## src/rtl/rmp_regs.svh

```systemverilog
`ifndef RMP_REGS_SVH
`define RMP_REGS_SVH

`define RMP_GENCTRL_OFS 12'h184
`define RMP_TUNING_OFS 12'h18c
`define RMP_PART_OFS 12'h194
`define RMP_STS_OFS 12'h1a8
`define RMP_MSK_OFS 12'h1ac
`define RMP_SEV_OFS 12'h1b0

`define RMP_LOCK_BIT 15
`define RMP_HPA_MSB 7
`define RMP_HPA_LSB 4
`define RMP_GPA_MSB 3
`define RMP_GPA_LSB 0
`define RMP_HPA_BASE 7'h24
`define RMP_GPA_BASE 7'h28
`define RMP_GPA_MAX_CODE 4'h8
`define RMP_GENCTRL_RST 32'h000000a8

`define RMP_THR_MSB 18
`define RMP_THR_LSB 12
`define RMP_SRC_BIT 11
`define RMP_RATE_MSB 10
`define RMP_RATE_LSB 7
`define RMP_IGN_UBIT_BIT 3
`define RMP_EVICT_NL_BIT 2
`define RMP_KEEP_LEAF_BIT 1
`define RMP_TUNING_RST 32'h00004380
`define RMP_REQ_STEP 12'h010
`define RMP_CYC_STEP 12'h100

`define RMP_PART_EN_BIT 0
`define RMP_PART_MASK 32'h1f807e01
`define RMP_PART_RST 32'h00000000

`define RMP_FAULT_BIT 31
`define RMP_MISC_BIT 7
`define RMP_ERR_MASK 32'h800001ff
`define RMP_MSK_RST 32'h80000000
`define RMP_SEV_RST 32'h000001bf

`endif

```

## src/rtl/rmp_pkg.sv

```systemverilog
package rmp_pkg;
	typedef enum logic [1:0]
	{
		RMP_AT_UNTRANSLATED,
		RMP_AT_XLATE_REQ,
		RMP_AT_TRANSLATED,
		RMP_AT_RESERVED
	} rmp_at_t;

	typedef logic [8:0] rmp_err_vec_t;
endpackage

```

## src/rtl/rmp_lru_ager.sv

```systemverilog
`include "rmp_regs.svh"

module rmp_lru_ager import rmp_pkg::*;
#(
	parameter int CNT_W = 12
)
(
	input wire logic clk_i,
	input wire logic rst_n_i,
	input wire logic source_cycles_i,
	input wire logic [3:0] rate_i,
	input wire logic req_i,
	output logic degrade_o
);
	if (CNT_W < 12)
	begin
		$error("rmp_lru_ager: CNT_W too small for 256*15");
	end

	logic [CNT_W-1:0] cnt_ff;
	logic [CNT_W-1:0] nxt_cnt;
	logic degrade_ff;
	logic nxt_degrade;
	logic [CNT_W-1:0] limit;
	logic tick;

	always_comb
	begin
		// Cycle mode ticks every clock, request mode on each request
		tick = source_cycles_i ? 1'b1 : req_i;
		limit = source_cycles_i ? CNT_W'(`RMP_CYC_STEP * rate_i)
			: CNT_W'(`RMP_REQ_STEP * rate_i);
		nxt_cnt = cnt_ff;
		nxt_degrade = 1'b0;
		if (rate_i == 4'h0)
			nxt_cnt = '0;
		else if (tick)
		begin
			if (cnt_ff + CNT_W'(1) >= limit)
			begin
				nxt_cnt = '0;
				nxt_degrade = 1'b1;
			end
			else
				nxt_cnt = cnt_ff + CNT_W'(1);
		end
	end

	always_ff @(posedge clk_i or negedge rst_n_i)
	begin
		if (!rst_n_i)
		begin
			cnt_ff <= '0;
			degrade_ff <= 1'b0;
		end
		else
		begin
			cnt_ff <= nxt_cnt;
			degrade_ff <= nxt_degrade;
		end
	end

	assign degrade_o = degrade_ff;
endmodule

```

## src/rtl/rmp_limits_errors.sv

```systemverilog
`include "rmp_regs.svh"

module rmp_limits_errors import rmp_pkg::*;
#(
	parameter int ADDR_W = 64
)
(
	input wire logic clk_i,
	input wire logic resetn_i,
	input wire logic cfg_valid_i,
	input wire logic cfg_write_i,
	input wire logic [11:0] cfg_addr_i,
	input wire logic [3:0] cfg_be_i,
	input wire logic [31:0] cfg_wdata_i,
	input wire logic cfg_trusted_i,
	output logic [31:0] cfg_rdata_o,
	output logic cfg_ack_o,
	output logic base_enable_writable_o,
	input wire logic translation_on_i,
	input wire logic req_valid_i,
	input wire logic [ADDR_W-1:0] req_addr_i,
	input wire logic [1:0] req_at_i,
	input wire logic req_passthru_i,
	input wire logic req_walk_i,
	input wire logic req_noniso_i,
	input wire logic illegal_intr_region_i,
	output logic req_abort_o,
	output logic req_ur_o,
	input wire logic [8:0] err_event_i,
	input wire logic remap_fault_i,
	output logic err_fatal_o,
	output logic err_nonfatal_o,
	input wire logic [6:0] free_entries_i,
	input wire logic prefetch_req_i,
	output logic prefetch_retry_o,
	output logic lru_degrade_o,
	input wire logic evict_valid_i,
	input wire logic [1:0] evict_at_i,
	input wire logic evict_leaf_i,
	input wire logic evict_ubit_i,
	output logic early_evict_o,
	output logic leaf_ubit_used_o,
	output logic part_en_o,
	output logic [1:0] range_sel_bridge_o,
	output logic [1:0] range_sel_upper24_o,
	output logic [1:0] range_sel_upper23_o,
	output logic [1:0] range_select_mgmt_engine_o,
	output logic [1:0] range_select_copy_engine_o,
	output logic [1:0] range_sel_intr_o
);
	if (ADDR_W < 48)
	begin
		$error("rmp_limits_errors: ADDR_W must cover 48 bits");
	end

	function automatic logic [31:0] merge(input logic [31:0] old, input logic [31:0] wd,
		input logic [3:0] be, input logic [31:0] field);
		logic [31:0] m;
		m = {{8{be[3]}}, {8{be[2]}}, {8{be[1]}}, {8{be[0]}}} & field;
		return (old & ~m) | (wd & m);
	endfunction

	function automatic logic over_limit(input logic [ADDR_W-1:0] a, input logic [6:0] w);
		return (a >> w) != '0;
	endfunction

	// Mask and severity hold L1/L2 parity in opposite places to status
	function automatic rmp_err_vec_t sts_to_ctl(input rmp_err_vec_t s);
		rmp_err_vec_t r;
		r = s;
		r[1] = s[2];
		r[2] = s[1];
		return r;
	endfunction

	// Reset release
	logic rst_s1_ff;
	logic rst_n;

	always_ff @(posedge clk_i or negedge resetn_i)
	begin
		if (!resetn_i)
		begin
			rst_s1_ff <= 1'b0;
			rst_n <= 1'b0;
		end
		else
		begin
			rst_s1_ff <= 1'b1;
			rst_n <= rst_s1_ff;
		end
	end

	// Register file
	logic [31:0] genctrl_ff;
	logic [31:0] nxt_genctrl;
	logic lock_done_ff;
	logic nxt_lock_done;
	logic [31:0] tuning_ff;
	logic [31:0] nxt_tuning;
	logic [31:0] part_ff;
	logic [31:0] nxt_part;
	logic [31:0] msk_ff;
	logic [31:0] nxt_msk;
	logic [31:0] sev_ff;
	logic [31:0] nxt_sev;
	logic [31:0] sts_ff;
	logic [31:0] nxt_sts;
	logic [31:0] rdata_ff;
	logic [31:0] nxt_rdata;
	logic ack_ff;
	logic nxt_ack;
	logic bew_ff;
	logic nxt_bew;
	logic wr;
	logic lb_ok;
	logic [31:0] lb_fields;
	logic misc_evt;
	logic [31:0] set_vec;

	always_comb
	begin
		wr = cfg_valid_i && cfg_write_i;
		// Lockable fields follow the lock and the trusted channel
		lb_ok = !genctrl_ff[`RMP_LOCK_BIT] || cfg_trusted_i;
		nxt_genctrl = genctrl_ff;
		nxt_lock_done = lock_done_ff;
		nxt_tuning = tuning_ff;
		nxt_part = part_ff;
		nxt_msk = msk_ff;
		nxt_sev = sev_ff;
		lb_fields = 32'h0000_00ff;
		if (wr && cfg_addr_i == `RMP_GENCTRL_OFS)
		begin
			if (lb_ok)
				nxt_genctrl = merge(nxt_genctrl, cfg_wdata_i, cfg_be_i, lb_fields);
			if (!lock_done_ff && cfg_be_i[1])
			begin
				nxt_genctrl[`RMP_LOCK_BIT] = cfg_wdata_i[`RMP_LOCK_BIT];
				nxt_lock_done = 1'b1;
			end
		end
		if (wr && cfg_addr_i == `RMP_TUNING_OFS && lb_ok)
			nxt_tuning = merge(tuning_ff, cfg_wdata_i, cfg_be_i, 32'h0007_ff8e);
		if (wr && cfg_addr_i == `RMP_PART_OFS)
		begin
			nxt_part = merge(part_ff, cfg_wdata_i, cfg_be_i, `RMP_PART_MASK & ~32'h1);
			if (lb_ok)
				nxt_part = merge(nxt_part, cfg_wdata_i, cfg_be_i, 32'h1);
		end
		if (wr && cfg_addr_i == `RMP_MSK_OFS)
			nxt_msk = merge(msk_ff, cfg_wdata_i, cfg_be_i, `RMP_ERR_MASK);
		if (wr && cfg_addr_i == `RMP_SEV_OFS)
			nxt_sev = merge(sev_ff, cfg_wdata_i, cfg_be_i, `RMP_ERR_MASK);
		// Hardware set wins over a same-cycle write-one clear
		set_vec = '0;
		set_vec[8:0] = err_event_i;
		set_vec[`RMP_MISC_BIT] = err_event_i[`RMP_MISC_BIT] || misc_evt;
		set_vec[`RMP_FAULT_BIT] = remap_fault_i;
		nxt_sts = sts_ff;
		if (wr && cfg_addr_i == `RMP_STS_OFS)
			nxt_sts = sts_ff & ~merge(32'h0, cfg_wdata_i, cfg_be_i, `RMP_ERR_MASK);
		nxt_sts = nxt_sts | set_vec;
		nxt_ack = cfg_valid_i;
		nxt_rdata = '0;
		if (cfg_valid_i && !cfg_write_i)
		begin
			unique case (cfg_addr_i)
				`RMP_GENCTRL_OFS: nxt_rdata = genctrl_ff;
				`RMP_TUNING_OFS: nxt_rdata = tuning_ff;
				`RMP_PART_OFS: nxt_rdata = part_ff;
				`RMP_STS_OFS: nxt_rdata = sts_ff;
				`RMP_MSK_OFS: nxt_rdata = msk_ff;
				`RMP_SEV_OFS: nxt_rdata = sev_ff;
				default: nxt_rdata = '0;
			endcase
		end
		nxt_bew = genctrl_ff[`RMP_LOCK_BIT] && cfg_trusted_i;
	end

	always_ff @(posedge clk_i or negedge rst_n)
	begin
		if (!rst_n)
		begin
			genctrl_ff <= `RMP_GENCTRL_RST;
			lock_done_ff <= 1'b0;
			tuning_ff <= `RMP_TUNING_RST;
			part_ff <= `RMP_PART_RST;
			msk_ff <= `RMP_MSK_RST;
			sev_ff <= `RMP_SEV_RST;
			sts_ff <= '0;
			rdata_ff <= '0;
			ack_ff <= 1'b0;
			bew_ff <= 1'b0;
		end
		else
		begin
			genctrl_ff <= nxt_genctrl;
			lock_done_ff <= nxt_lock_done;
			tuning_ff <= nxt_tuning;
			part_ff <= nxt_part;
			msk_ff <= nxt_msk;
			sev_ff <= nxt_sev;
			sts_ff <= nxt_sts;
			rdata_ff <= nxt_rdata;
			ack_ff <= nxt_ack;
			bew_ff <= nxt_bew;
		end
	end

	// Address limit checks
	logic [3:0] gpa_code;
	logic [6:0] hpa_w;
	logic [6:0] gpa_w;
	logic host_chk;
	logic guest_chk;
	logic host_over;
	logic guest_over;
	logic at_bad;
	logic abort_ff;
	logic nxt_abort;
	logic ur_ff;
	logic nxt_ur;

	always_comb
	begin
		hpa_w = `RMP_HPA_BASE + 7'(genctrl_ff[`RMP_HPA_MSB:`RMP_HPA_LSB]);
		// Reserved guest codes are treated as the widest legal code
		gpa_code = genctrl_ff[`RMP_GPA_MSB:`RMP_GPA_LSB];
		if (gpa_code > `RMP_GPA_MAX_CODE)
			gpa_code = `RMP_GPA_MAX_CODE;
		gpa_w = `RMP_GPA_BASE + 7'(gpa_code);
		host_chk = (translation_on_i && req_walk_i)
			|| req_passthru_i || req_at_i == RMP_AT_TRANSLATED;
		guest_chk = translation_on_i && req_noniso_i && !req_walk_i && !req_passthru_i
			&& req_at_i != RMP_AT_TRANSLATED;
		host_over = req_valid_i && host_chk && over_limit(req_addr_i, hpa_w);
		guest_over = req_valid_i && guest_chk && over_limit(req_addr_i, gpa_w);
		at_bad = req_valid_i && !translation_on_i && req_at_i != RMP_AT_UNTRANSLATED;
		misc_evt = at_bad || illegal_intr_region_i || host_over || guest_over;
		nxt_abort = host_over || guest_over;
		nxt_ur = guest_over;
	end

	always_ff @(posedge clk_i or negedge rst_n)
	begin
		if (!rst_n)
		begin
			abort_ff <= 1'b0;
			ur_ff <= 1'b0;
		end
		else
		begin
			abort_ff <= nxt_abort;
			ur_ff <= nxt_ur;
		end
	end

	// Error escalation; logging above is never masked
	logic fatal_ff;
	logic nxt_fatal;
	logic nonfatal_ff;
	logic nxt_nonfatal;
	rmp_err_vec_t ctl_view;
	rmp_err_vec_t live;
	logic fault_live;

	always_comb
	begin
		ctl_view = sts_to_ctl(sts_ff[8:0]);
		live = ctl_view & ~msk_ff[8:0];
		fault_live = sts_ff[`RMP_FAULT_BIT] && !msk_ff[`RMP_FAULT_BIT];
		nxt_fatal = |(live & sev_ff[8:0])
			|| (fault_live && sev_ff[`RMP_FAULT_BIT]);
		nxt_nonfatal = |(live & ~sev_ff[8:0])
			|| (fault_live && !sev_ff[`RMP_FAULT_BIT]);
	end

	always_ff @(posedge clk_i or negedge rst_n)
	begin
		if (!rst_n)
		begin
			fatal_ff <= 1'b0;
			nonfatal_ff <= 1'b0;
		end
		else
		begin
			fatal_ff <= nxt_fatal;
			nonfatal_ff <= nxt_nonfatal;
		end
	end

	// Translation-cache tuning
	logic [6:0] thr;
	logic retry_ff;
	logic nxt_retry;
	logic evict_ff;
	logic nxt_evict;
	logic ubit_ff;
	logic nxt_ubit;

	always_comb
	begin
		thr = tuning_ff[`RMP_THR_MSB:`RMP_THR_LSB];
		nxt_retry = prefetch_req_i && thr != 7'h00 && free_entries_i < thr;
		nxt_ubit = evict_valid_i && evict_leaf_i && evict_at_i == RMP_AT_UNTRANSLATED
			&& !tuning_ff[`RMP_IGN_UBIT_BIT];
		nxt_evict = 1'b0;
		if (evict_valid_i && evict_at_i == RMP_AT_XLATE_REQ)
		begin
			if (!evict_leaf_i)
				nxt_evict = tuning_ff[`RMP_EVICT_NL_BIT];
			else
				nxt_evict = !evict_ubit_i && !tuning_ff[`RMP_KEEP_LEAF_BIT];
		end
	end

	always_ff @(posedge clk_i or negedge rst_n)
	begin
		if (!rst_n)
		begin
			retry_ff <= 1'b0;
			evict_ff <= 1'b0;
			ubit_ff <= 1'b0;
		end
		else
		begin
			retry_ff <= nxt_retry;
			evict_ff <= nxt_evict;
			ubit_ff <= nxt_ubit;
		end
	end

	rmp_lru_ager #(
		.CNT_W(12)
	) u_ager (
		.clk_i(clk_i),
		.rst_n_i(rst_n),
		.source_cycles_i(tuning_ff[`RMP_SRC_BIT]),
		.rate_i(tuning_ff[`RMP_RATE_MSB:`RMP_RATE_LSB]),
		.req_i(req_valid_i),
		.degrade_o(lru_degrade_o)
	);

	assign cfg_rdata_o = rdata_ff;
	assign cfg_ack_o = ack_ff;
	assign base_enable_writable_o = bew_ff;
	assign req_abort_o = abort_ff;
	assign req_ur_o = ur_ff;
	assign err_fatal_o = fatal_ff;
	assign err_nonfatal_o = nonfatal_ff;
	assign prefetch_retry_o = retry_ff;
	assign early_evict_o = evict_ff;
	assign leaf_ubit_used_o = ubit_ff;
	assign part_en_o = part_ff[`RMP_PART_EN_BIT];
	assign range_sel_bridge_o = part_ff[28:27];
	assign range_sel_upper24_o = part_ff[26:25];
	assign range_sel_upper23_o = part_ff[24:23];
	assign range_select_mgmt_engine_o = part_ff[14:13];
	assign range_select_copy_engine_o = part_ff[12:11];
	assign range_sel_intr_o = part_ff[10:9];
endmodule

```

## config.mk

```make
export PLATFORM = sky130hd
export DESIGN_NAME = rmp_limits_errors
export DESIGN_NICKNAME = d
export VERILOG_FILES = /design/src/rtl/rmp_pkg.sv /design/src/rtl/rmp_lru_ager.sv /design/src/rtl/rmp_limits_errors.sv
export VERILOG_INCLUDE_DIRS = /design/src /design/src/rtl
export SDC_FILE = /design/constraint.sdc
export NUM_CORES = 1
export LEC_CHECK = 0
export BUFFER_PORTS_ARGS = -buffer_cell sky130_fd_sc_hd__buf_2
export CORE_MARGIN = 8
export CORE_UTILIZATION = 40
export DETAILED_ROUTE_END_ITERATION = 8
export GPL_TIMING_DRIVEN = 0
export PLACE_DENSITY_LB_ADDON = 0.25
export SETUP_SLACK_MARGIN = 0.02
export SLEW_MARGIN = 20
export SYNTH_ARGS = -nofsm -noshare
export SYNTH_HDL_FRONTEND = slang
export SYNTH_SLANG_ARGS = --single-unit
```

## constraint.sdc

```tcl
create_clock -name clk_i -period 7.2 [get_ports clk_i]
set_input_delay 0.36 -clock clk_i [delete_from_list [all_inputs] [get_ports clk_i]]
set_output_delay 0.36 -clock clk_i [all_outputs]
set_load 0.005 [all_outputs]
```

==> results.md, run 1 <==
* Run status: finished clean
* GR met3 Demand/Resource at between 5 and 6%
* Mean post-synth cell area at around 11 µm²
* Antenna violations before repair at 2
* Post-synth EDFFs at 0
* CTS tree: done
* Die H at between 100 and 150 µm
* Count of maximum capacitance violations at 0
* HP Start: err_event_i[0]
* Fraction of layout cells with a size suffix above 1 at between 30% and 40%
* Die boundary width at ~140 µm
* Starting density of the core at 41.1%
* Sort of element at the start of the critical path: flip-flop
* Drt wl/cell at around 18 µm
* Non-filler instance count after layout at ~1000
* Transition time at the pin with the least slew margin at approximately 1.0 ns
* Average vias per placed instance at 5.25
* Clock network latency to the later pin of the worst-skew pair at around 0.41 ns
* Share of async-settable or async-resettable flops after synthesis at 100%
* Number of global-route vias before repair at between 5000 and 6000
* Ranking of synthesized cells by area: sky130_fd_sc_hd__dfrtp_1 (41%), sky130_fd_sc_hd__mux2_2 (10%), sky130_fd_sc_hd__dfstp_2 (6.7%)
* Detail Placement HPWL at 13700 µm
* Post_cts resized at 0
* Final standard cell area without fillers at 7980 µm²
* Area growth from synthesis to layout at 27.2%
* Most common cell after layout, fill and taps aside: sky130_fd_sc_hd__buf_2
* M1 GR Usage at between 20 and 25%
* Crit path kind: flip-flop to flip-flop
* Met2 routing resource usage after global routing at around 30%
* Fraction of the cycle the final worst path needs at between 40% and 50%
* Remaining max-slew budget at the tightest pin at between 20% and 30%
* Synth top area share at about two fifths
* Total DRC errors in the routed layout at 0
* Post-synthesis instance area at 6270 µm²
* Overall power at between 1500 and 2000 µW
* Maximum level of the CTS H-tree at 4
* Power density of the placed cells at 201 nW/µm²
* Highest Clock Rate at roughly 320 MHz
* Setup slack after layout at slightly above 4 ns
* Worst setup path start: u_ager.cnt_ff[1]
* Sequential fraction of the synthesis area at around 47%
* Pin count of the biggest net entering global routing at 50
* Slowest cell on the critical path: sky130_fd_sc_hd__dfrtp_1
* Max-slew violations at 0
* Clock-pin slew of the registers on the worst-case setup and hold paths at roughly 0.060 ns
* Count of standard-cell rows at 45
* WP data arrival at 3.48 ns
* Number of buffers created by CTS at 17
* Clock sink count at 118
* Final Hold Fails at 0
* Post-cts hold buffer count at 1
* Root buffer cell: sky130_fd_sc_hd__clkbuf_16
* Setup Buffers After CTS at 0
* Largest clock skew in the final design at 0.00556 ns
* Placed insts at 946
* Clock buffer depth at 2
* Global-route wire length before repair at 27500 µm
* Vias at 5141
* Boundary pin count at around 200
* Worst Hold Class: input pin to flip-flop
* Number of fill cells at ~1400
* Synthesized instance count at ~580
* Kind of end point of the critical path: flip-flop
* Cell area after placement at roughly 7400 µm²
* Nets at ~900
* Reg2Reg Launch Point: u_ager.cnt_ff[1]
* Yosys warning count at 0
* Die Footprint at 20000 µm²
* Routed wire length at approximately 17000 µm
* DP Worst Slack at roughly 4 ns
* Cell breakdown of the critical path: ha_1 -> and3_1 -> nand3_1 -> or3_1 -> xnor2_1 -> ha_1 -> a21o_1 -> a21o_1 -> a21oi_1 -> nand2_1 -> nor2_1 -> a22o_1
* Crit Path Max Fanout at 6
* Finish-stage setup viols at 0
* Final critical path time including I/O delays and setup at about 3.1 ns
* Unrepaired setup endpoints after global routing: no
* Gpl congestion at 0.859
* WP data required at approximately 7.5 ns
* Primary FF master, synth: sky130_fd_sc_hd__dfrtp_1
* Setup TNS Final at 0 ns
* Top library cells by usage in the layout, fill and taps aside: sky130_fd_sc_hd__buf_2 (159), sky130_fd_sc_hd__dfrtp_1 (101), sky130_fd_sc_hd__mux2_2 (57)
* VDD IR-drop max at ~0.14 mV
* Final antenna-violating net count at 0
* IO buf count at roughly 150
* Core box area at roughly 15000 µm²
* Number of detailed-route iterations in the first pass at 4
* Synthesized flop and latch total at about 120
* Buf+Inv Stages, Crit Path at 0
* Delay of the slowest critical-path stage at 0.43 ns
* Cell taking the most area after synthesis: sky130_fd_sc_hd__dfrtp_1
* Leakage power of the design at around 0.0038 µW
* First DRT Iteration DRCs at 349
* Most Crowded Layer GR: met2
* GRT Resource Usage Total at between 10% and 20%
* Remaining Overflow, GRT at 0
* Kind of cell adding the most delay to the critical path: simple AND/OR/NAND/NOR gates
* Post-synthesis cell type count at between 70 and 80
-- worst paths after layout --
check                              endpoint  slack (ns)  depth (start not counted)
min in group asynchronous         sts_ff[0]        0.25                          0
max in group asynchronous         async pin        6.32                          1
hold reg to reg                   sts_ff[0]        0.25                          0
hold / removal                    sts_ff[0]        0.12                          2
setup / recovery           u_ager.cnt_ff[1]        4.06                         12
setup reg to reg           u_ager.cnt_ff[1]        4.06                         12
-- per-stage QoR --
stage / hold slack [ns] / util, %
finish: 0.122 / 52.3
global route: 0.106 / 52.3
CTS: 0.105 / 52.3
detailed placement: 0.149 / 48.3
global placement: 0.145 / 48.0
floorplan: 0.0644 / -
-- final cells by class --
class                      instances  area, µm²  area share, %
multi-input combinational        416       3110           39.0
sequential                       118       2980           37.3
timing repair buffer             156        823           10.3
clock buffer                      21        470           5.89
tap                              211        264           3.31
buffer                            24        128           1.60
clock inverter                    11        125           1.57
inverter                          22       82.6           1.03
antenna                            1       2.50         0.0313
-- worst register-to-register path, cell delays in order, from the launching register on --
cell	delay, ns
sky130_fd_sc_hd__dfrtp_1	0.43
sky130_fd_sc_hd__ha_1	0.25
sky130_fd_sc_hd__and3_1	0.23
sky130_fd_sc_hd__nand3_1	0.14
sky130_fd_sc_hd__or3_1	0.34
sky130_fd_sc_hd__xnor2_1	0.17
sky130_fd_sc_hd__ha_1	0.20
sky130_fd_sc_hd__a21o_1	0.18
sky130_fd_sc_hd__a21o_1	0.17
sky130_fd_sc_hd__a21oi_1	0.18
sky130_fd_sc_hd__nand2_1	0.15
sky130_fd_sc_hd__nor2_1	0.40
sky130_fd_sc_hd__a22o_1	0.23
-- power breakdown --
part / switching [µW] / leakage, µW / internal (µW)
logic: 50.9 / 0.00201 / 42.9
registers: 3.77 / 0.00152 / 667
clock network: 301 / 0.000277 / 536
-- routing by layer --
metal,vias to the layer above,routed length (µm)
li1,2468,-
met1,2524,7430
met2,127,8710
met3,20,1120
met4,2,226
met5,-,12
-- kinds of logic (layout without fill, tap and decap cells) --
group                      Yosys count  after routing  synth area share [%]
buffers and inverters               46            234                  3.35
and+or+nand+nor                    208            208                  18.8
DFF                                118            118                  47.4
adders and majority gates           15             15                  2.99
other                                2              8                 0.120
xor gates and xnor gates             7              7                 0.977
muxes                               77             77                  13.8
AOI/OAI and AO/OA                  102            102                  12.5
-- synthesized netlist by cell type, types with 6 or more instances --
master,instances
sky130_fd_sc_hd__dfrtp_1,102
sky130_fd_sc_hd__a21o_1,20
sky130_fd_sc_hd__mux2_1,8
sky130_fd_sc_hd__nor4_1,7
sky130_fd_sc_hd__nor3_1,10
sky130_fd_sc_hd__dfstp_2,16
sky130_fd_sc_hd__nor3b_1,8
sky130_fd_sc_hd__mux2i_1,11
sky130_fd_sc_hd__nand2_1,41
sky130_fd_sc_hd__nand3b_1,6
sky130_fd_sc_hd__a22oi_1,7
sky130_fd_sc_hd__a211oi_1,7
sky130_fd_sc_hd__nand4_1,8
sky130_fd_sc_hd__a22o_1,6
sky130_fd_sc_hd__ha_1,15
sky130_fd_sc_hd__o21ai_0,7
sky130_fd_sc_hd__and3_1,18
sky130_fd_sc_hd__inv_1,22
sky130_fd_sc_hd__nor2_1,42
sky130_fd_sc_hd__clkbuf_1,11
sky130_fd_sc_hd__nand3_1,13
sky130_fd_sc_hd__buf_4,6
sky130_fd_sc_hd__nor2b_1,16
sky130_fd_sc_hd__buf_2,6
sky130_fd_sc_hd__a21oi_1,15
sky130_fd_sc_hd__mux2_2,57
sky130_fd_sc_hd__nand2b_1,13
Note: power is estimated with default switching activity, not from simulation.
==> run 2, diff against run 1 <==
- clock period: 7.2 -> 3 ns (I/O delays scaled with it)
==> run 2 against run 1 <==
  * Critical path depth did not move
  * Combinational power rose to 2.7 times the previous value
  * Hold slack got worse by 0.10 ns
  * Sequential cell count did not move
  * Clock skew barely moved
  * Via count rose by 1.6%
  * Register-to-register slack got worse by 3.9 ns
  * Worst setup slack got worse by 3.9 ns
  * First-iteration DRC count fell by 4.6%
  * Die area did not move
  * Global-route usage rose by 0.32 points
  * Critical endpoint is now u_ager.cnt_ff[0]
==> results.md, run 2 (same netlist as run 1, synthesis figures left out) <==
* Run status: finished clean
* Total DRC errors in the routed layout at 0 (unchanged)
* Fraction of layout cells with a size suffix above 1 at 37.7% (-0.36 points)
* Combinational power share at 6.7% (+0.8 points)
* Remaining max-slew budget at the tightest pin at 35.5% (+5.7 points)
* Kind of end point of the critical path: flip-flop
* WP data required at 3.31 ns (-4.23 ns)
* GRT Resource Usage Total at 17.8% (+0.32 points)
* Switching Fraction at 21.6% (-0.63 points)
* Sort of element at the start of the critical path: flip-flop
* Clock buffer depth at 2 (unchanged)
* Clock network latency to the later pin of the worst-skew pair at 0.40 ns (about the same)
* Number of fill cells at 1327 (-3.1%)
* Average vias per placed instance at 5.15 (-1.9%)
* WP data arrival at 3.17 ns (-0.31 ns)
* Fin Hold WS at 0.0181 ns (-0.104 ns)
* Number of buffers created by CTS at 17 (unchanged)
* IO buf count at 153 (unchanged)
* Die boundary width at 141 µm (unchanged)
* Overall power at 3780 µW (+140%)
* Die H at 141 µm (unchanged)
* Routed wire length at 17600 µm (+0.82%)
* Largest clock skew in the final design at 0.00604 ns (+0.000477 ns)
* Number of detailed-route iterations in the first pass at 5 (+1)
* Final Hold Fails at 0 (unchanged)
* CTS tree: done
* Setup slack after layout at 0.139 ns (-3.92 ns)
* R2R setup slack at 0.14 ns (-3.92 ns)
* Boundary pin count at 203 (unchanged)
* Drt wl/cell at 17.4 µm (-2.7%)
* Nets at 952 (+3.7%)
* Most common cell after layout, fill and taps aside: sky130_fd_sc_hd__buf_2
* Final standard cell area without fillers at 8340 µm² (+4.5%)
* Root buffer cell: sky130_fd_sc_hd__clkbuf_16
* Vias at 5225 (+1.6%)
* Leakage power of the design at 0.00397 µW (+4.1%)
* Pin count of the biggest net entering global routing at 56 (+12%)
* Unrepaired setup endpoints after global routing: no
* Max-slew violations at 0 (unchanged)
* Starting density of the core at 41.1% (unchanged)
* Gpl congestion at 0.860 (about the same)
* Internal cell power at 2970 µW (+140%)
* Share of power burned in the clock network at 50.8% (-1.5 points)
* Remaining Overflow, GRT at 0 (unchanged)
* Antenna violations before repair at 3 (+1)
* Highest Clock Rate at 350 MHz (+9.7%)
* Power density of the placed cells at 454 nW/µm² (+130%)
* VDD IR-drop max at 0.342 mV (+150%)
* Number of global-route vias before repair at 5625 (+4.6%)
* Total area of multi-input combinational cells at 3160 µm² (+1.7%)
* Cell area after placement at 7370 µm² (unchanged)
* Top library cells by usage in the layout, fill and taps aside: sky130_fd_sc_hd__buf_2 (159), sky130_fd_sc_hd__dfrtp_1 (100), sky130_fd_sc_hd__mux2_2 (57)
* Count of standard-cell rows at 45 (unchanged)
* Fraction of the cycle the final worst path needs at 95.4% (+52 points)
* Worst Hold Class: input pin to flip-flop
* Count of maximum capacitance violations at 0 (unchanged)
* Fraction of the core area covered by cells at the end of the flow at 54.6% (+2.3 points)
* Area growth from synthesis to layout at 32.9%
* Clock-pin slew of the registers on the worst-case setup and hold paths at 0.05 ns (about the same)
* Transition time at the pin with the least slew margin at 0.960 ns (-0.0840 ns)
* First DRT Iteration DRCs at 333 (-4.6%)
* Detail Placement HPWL at 13600 µm (-0.98%)
* DP Worst Slack at -0.112 ns (-4.20 ns)
* Clock sink count at 118 (unchanged)
* Maximum level of the CTS H-tree at 4 (unchanged)
* Core box area at 15300 µm² (unchanged)
* Sequential standard cell area at 2980 µm² (about the same)
* Global-route wire length before repair at 28200 µm (+2.3%)
* Final antenna-violating net count at 0 (unchanged)
* Crit Path Max Fanout at 6 (unchanged)
* Finish-stage setup viols at 0 (unchanged)
* Final critical path time including I/O delays and setup at 2.86 ns (-0.277 ns)
* Die Footprint at 20000 µm² (unchanged)
* Crit path kind: flip-flop to flip-flop
* Net Switching at 818 µW (+130%)
* Sequential power share at 42.5% (+0.6 points)
[run 2: path summary, 6_finish.rpt]
check / from / endpoint / depth (start not counted)
worst max-delay path: u_ager.cnt_ff[0] / u_ager.cnt_ff[0] / 12
worst min-delay path: cfg_wdata_i[9] / flip-flop / 2
worst max register to register: u_ager.cnt_ff[0] / u_ager.cnt_ff[0] / 12
worst min register to register: rst_n / err_fatal_o / 0
max in group asynchronous: rst_n / async pin / 1
min in group asynchronous: resetn_i / rst_s1_ff / 2
[run 2: per-layer routing]
layer | up-vias | wire [µm] | GRT usage, %
met4 | 2 | 181 | 5.49
met1 | 2547 | 7550 | 21.1
met5 | - | 12 | 0
met3 | 12 | 997 | 5.50
li1 | 2537 | - | -
met2 | 127 | 8900 | 30.2
[run 2: repair_timing]
item,4_1_cts,5_1_grt
resized for setup,4,9
pin swaps,0,1
hold buffers,32,0
setup endpoints to repair,9,10
buffers inserted,1,2
endpoints found under the hold margin,36,0
[run 2: critical path, cell delays in order, from the launching register on]
cell and delay (ns):
sky130_fd_sc_hd__dfrtp_2 0.43, sky130_fd_sc_hd__ha_4 0.17, sky130_fd_sc_hd__and3_4 0.20, sky130_fd_sc_hd__nand3_1 0.12, sky130_fd_sc_hd__or3_4 0.36, sky130_fd_sc_hd__xnor2_2 0.16, sky130_fd_sc_hd__ha_1 0.19, sky130_fd_sc_hd__a21o_1 0.17
sky130_fd_sc_hd__a21o_1 0.19, sky130_fd_sc_hd__a21oi_2 0.17, sky130_fd_sc_hd__nand2_2 0.12, sky130_fd_sc_hd__or2_2 0.32, sky130_fd_sc_hd__o21ai_0 0.17
[run 2: through the flow]
stage               instances  TNS [ns]
floorplan                 580         0
global placement          944    -0.353
detailed placement        946    -0.597
CTS                      1011         0
global route             1015         0
finish                   1015         0
[run 2: cell type report]
| type | count | area share, % |
|---|---|---|
| flip-flops and latches | 118 | 35.7 |
| well taps | 211 | 3.17 |
| inverters | 22 | 0.990 |
| diodes | 2 | 0.0600 |
| clock buffers | 23 | 5.49 |
| plain buffers | 24 | 1.53 |
| clock inverters | 9 | 1.25 |
| multi-input cells | 416 | 37.9 |
| repair buffers | 190 | 13.9 |
[run 2: power groups by stage]
| stage | clock network (µW) | logic (µW) | registers, µW |
|---|---|---|---|
| floorplan | 0 | 74.4 | 1650 |
| global placement | 0 | 184 | 1660 |
| detailed placement | 0 | 224 | 1640 |
| CTS | 1960 | 256 | 1610 |
| global route | 2040 | 279 | 1610 |
| finish | 1920 | 254 | 1610 |
==> run 3, diff against run 2 <==
- SETUP_SLACK_MARGIN: 0.02 -> 0.5
==> run 3 against run 2 <==
  * Utilization up 1.4 points
  * Clock skew grew 0.00090 ns
  * Total power up 1.1%
  * Die area unchanged
  * Register-to-register slack gained 0.25 ns
  * Critical path type unchanged
  * Sequential cell count unchanged
  * Largest power group unchanged
  * Largest cell class unchanged
  * Final area rose by 2.5%
  * Sequential share of layout area shrank 0.86 points
==> results.md, run 3 (same netlist as run 1, synthesis figures left out) <==
* Run status: finished clean
* Die Footprint at 20000 µm² (unchanged)
* Remaining Overflow, GRT at 0 (unchanged)
* Count of standard-cell rows at 45 (unchanged)
* Leakage power of the design at 0.00403 µW (+1.7%)
* HP Start: cfg_wdata_i[4]
* Number of detailed-route iterations in the first pass at 5 (unchanged)
* Remaining max-slew budget at the tightest pin at 53.1% (+18 points)
* CTS tree: done
* GR met3 Demand/Resource at 5.57% (+0.068 points)
* First DRT Iteration DRCs at 331 (-0.60%)
* Nets at 961 (+0.95%)
* Die boundary width at 141 µm (unchanged)
* Fraction of layout cells with a size suffix above 1 at 40.4% (+2.8 points)
* Max-slew violations at 0 (unchanged)
* Reg2Reg Launch Point: u_ager.cnt_ff[0]
* Worst Hold Class: input pin to flip-flop
* Vias at 5427 (+3.9%)
* Clock-pin slew of the registers on the worst-case setup and hold paths at 0.05 ns (about the same)
* Clock network latency to the later pin of the worst-skew pair at 0.41 ns (about the same)
* Drt wl/cell at 17.7 µm (+1.9%)
* Setup TNS Final at 0 ns (unchanged)
* Unrepaired setup endpoints after global routing: yes
* Met2 routing resource usage after global routing at 31.0% (+0.79 points)
* Overall power at 3830 µW (+1.1%)
* Fraction of the cycle the final worst path needs at 87.2% (-8.2 points)
* Total DRC errors in the routed layout at 0 (unchanged)
* Transition time at the pin with the least slew margin at 0.704 ns (-0.256 ns)
* Setup slack after layout at 0.384 ns (+0.245 ns)
* Core box area at 15300 µm² (unchanged)
* Routed wire length at 18100 µm (+2.6%)
* IO buf count at 153 (unchanged)
* Final critical path time including I/O delays and setup at 2.62 ns (-0.245 ns)
* Number of global-route vias before repair at 5712 (+1.5%)
* Worst setup path start: u_ager.cnt_ff[0]
* Crit Path Max Fanout at 5 (-1)
* Area growth from synthesis to layout at 36.2%
* Gpl congestion at 0.891 (+3.6%)
* Largest clock skew in the final design at 0.00693 ns (+0.000895 ns)
* Detail Placement HPWL at 13700 µm (+0.34%)
* Number of buffers created by CTS at 17 (unchanged)
* Crit path kind: flip-flop to flip-flop
* Most common cell after layout, fill and taps aside: sky130_fd_sc_hd__buf_2
* Top library cells by usage in the layout, fill and taps aside: sky130_fd_sc_hd__buf_2 (159), sky130_fd_sc_hd__dfrtp_1 (99), sky130_fd_sc_hd__mux2_2 (57)
* Final Hold Fails at 0 (unchanged)
* Root buffer cell: sky130_fd_sc_hd__clkbuf_16
* Final antenna diode count at 0 (-2)
* Die H at 141 µm (unchanged)
* M1 GR Usage at 22.0% (+0.87 points)
* Count of maximum capacitance violations at 0 (unchanged)
* Final antenna-violating net count at 0 (unchanged)
* Starting density of the core at 41.1% (unchanged)
* Sort of element at the start of the critical path: flip-flop
* Clock sink count at 118 (unchanged)
* Highest Clock Rate at 382 MHz (+9.4%)
* Average vias per placed instance at 5.31 (+3.2%)
* DP Worst Slack at 0.135 ns (+0.247 ns)
* Most Crowded Layer GR: met2
* VDD IR-drop max at 0.342 mV (about the same)
* Maximum level of the CTS H-tree at 4 (unchanged)
* Global-route wire length before repair at 29100 µm (+3.4%)
* Antenna violations before repair at 2 (-1)
* Pin count of the biggest net entering global routing at 50 (-11%)
* Boundary pin count at 203 (unchanged)
* Kind of end point of the critical path: flip-flop
* WP data arrival at 2.95 ns (-0.22 ns)
* Non-filler instance count after layout at 1022 (+0.69%)
* Power density of the placed cells at 448 nW/µm² (-1.3%)
* Clock buffer depth at 2 (unchanged)
* Finish-stage setup viols at 0 (unchanged)
* WP data required at 3.33 ns (+0.02 ns)
* GRT Resource Usage Total at 18.5% (+0.73 points)
* Placed insts at 946 (unchanged)
[run 3: layout make-up]
class | instances | area, µm²
timing repair buffer | 199 | 1230
fill | 1277 | 6710
clock buffer | 23 | 478
tap | 211 | 264
sequential | 118 | 2980
buffer | 24 | 129
clock inverter | 9 | 101
inverter | 22 | 82.6
multi-input combinational | 416 | 3290
[run 3: layer usage]
| metal | part of all wire (%) | vias up | wire (µm) |
|---|---|---|---|
| li1 | - | 2553 | - |
| met3 | 5.7 | 32 | 1040 |
| met1 | 41 | 2671 | 7480 |
| met2 | 51 | 167 | 9180 |
| met5 | 0.088 | - | 16 |
| met4 | 2.1 | 4 | 388 |
[run 3: worst paths after layout]
| path | end | slack, ns | cells past startpoint |
|---|---|---|---|
| max | u_ager.cnt_ff[0] | 0.38 | 12 |
| min | flip-flop | 0.02 | 2 |
| max reg2reg | u_ager.cnt_ff[0] | 0.38 | 12 |
| min reg2reg | sts_ff[31] | 0.31 | 0 |
| max in group asynchronous | async pin | 2.02 | 1 |
| min in group asynchronous | rst_s1_ff | 0.05 | 2 |
[run 3: power breakdown]
| part | leakage, µW | switching (µW) | internal (µW) |
|---|---|---|---|
| logic | 0.00223 | 126 | 130 |
| registers | 0.00152 | 12.3 | 1600 |
| clock network | 0.000287 | 679 | 1280 |
| total | 0.00403 | 817 | 3010 |
[run 3: repair_timing]
action / CTS / global route
endpoints found under the setup margin: 16 / 16
pin swaps: 12 / 3
endpoints found under the hold margin: 39 / 0
resized for setup: 20 / 9
setup buffers: 9 / 2
hold buffers: 33 / 0
[run 3: stage by stage]
| step | area [µm²] | hold slack, ns | util (%) |
|---|---|---|---|
| final | 8550 | 0.0196 | 56.0 |
| after global routing | 8550 | 0.0151 | 56.0 |
| after CTS | 8490 | 0.00567 | 55.7 |
| after detailed placement | 7400 | -0.0585 | 48.5 |
| after global placement | 7350 | -0.0638 | 48.2 |
| after floorplan | 6320 | -0.146 | - |
[run 3: critical path, cell delays in order, from the launching register on]
cell and delay (ns):
sky130_fd_sc_hd__dfrtp_2 0.41, sky130_fd_sc_hd__ha_4 0.15, sky130_fd_sc_hd__and3_4 0.20, sky130_fd_sc_hd__nand3_4 0.09, sky130_fd_sc_hd__or3_4 0.38, sky130_fd_sc_hd__xnor2_4 0.15
sky130_fd_sc_hd__ha_2 0.17, sky130_fd_sc_hd__a21o_1 0.15, sky130_fd_sc_hd__a21o_1 0.16, sky130_fd_sc_hd__a21oi_2 0.16, sky130_fd_sc_hd__nand2_2 0.13, sky130_fd_sc_hd__or2_4 0.26
sky130_fd_sc_hd__o21ai_1 0.13
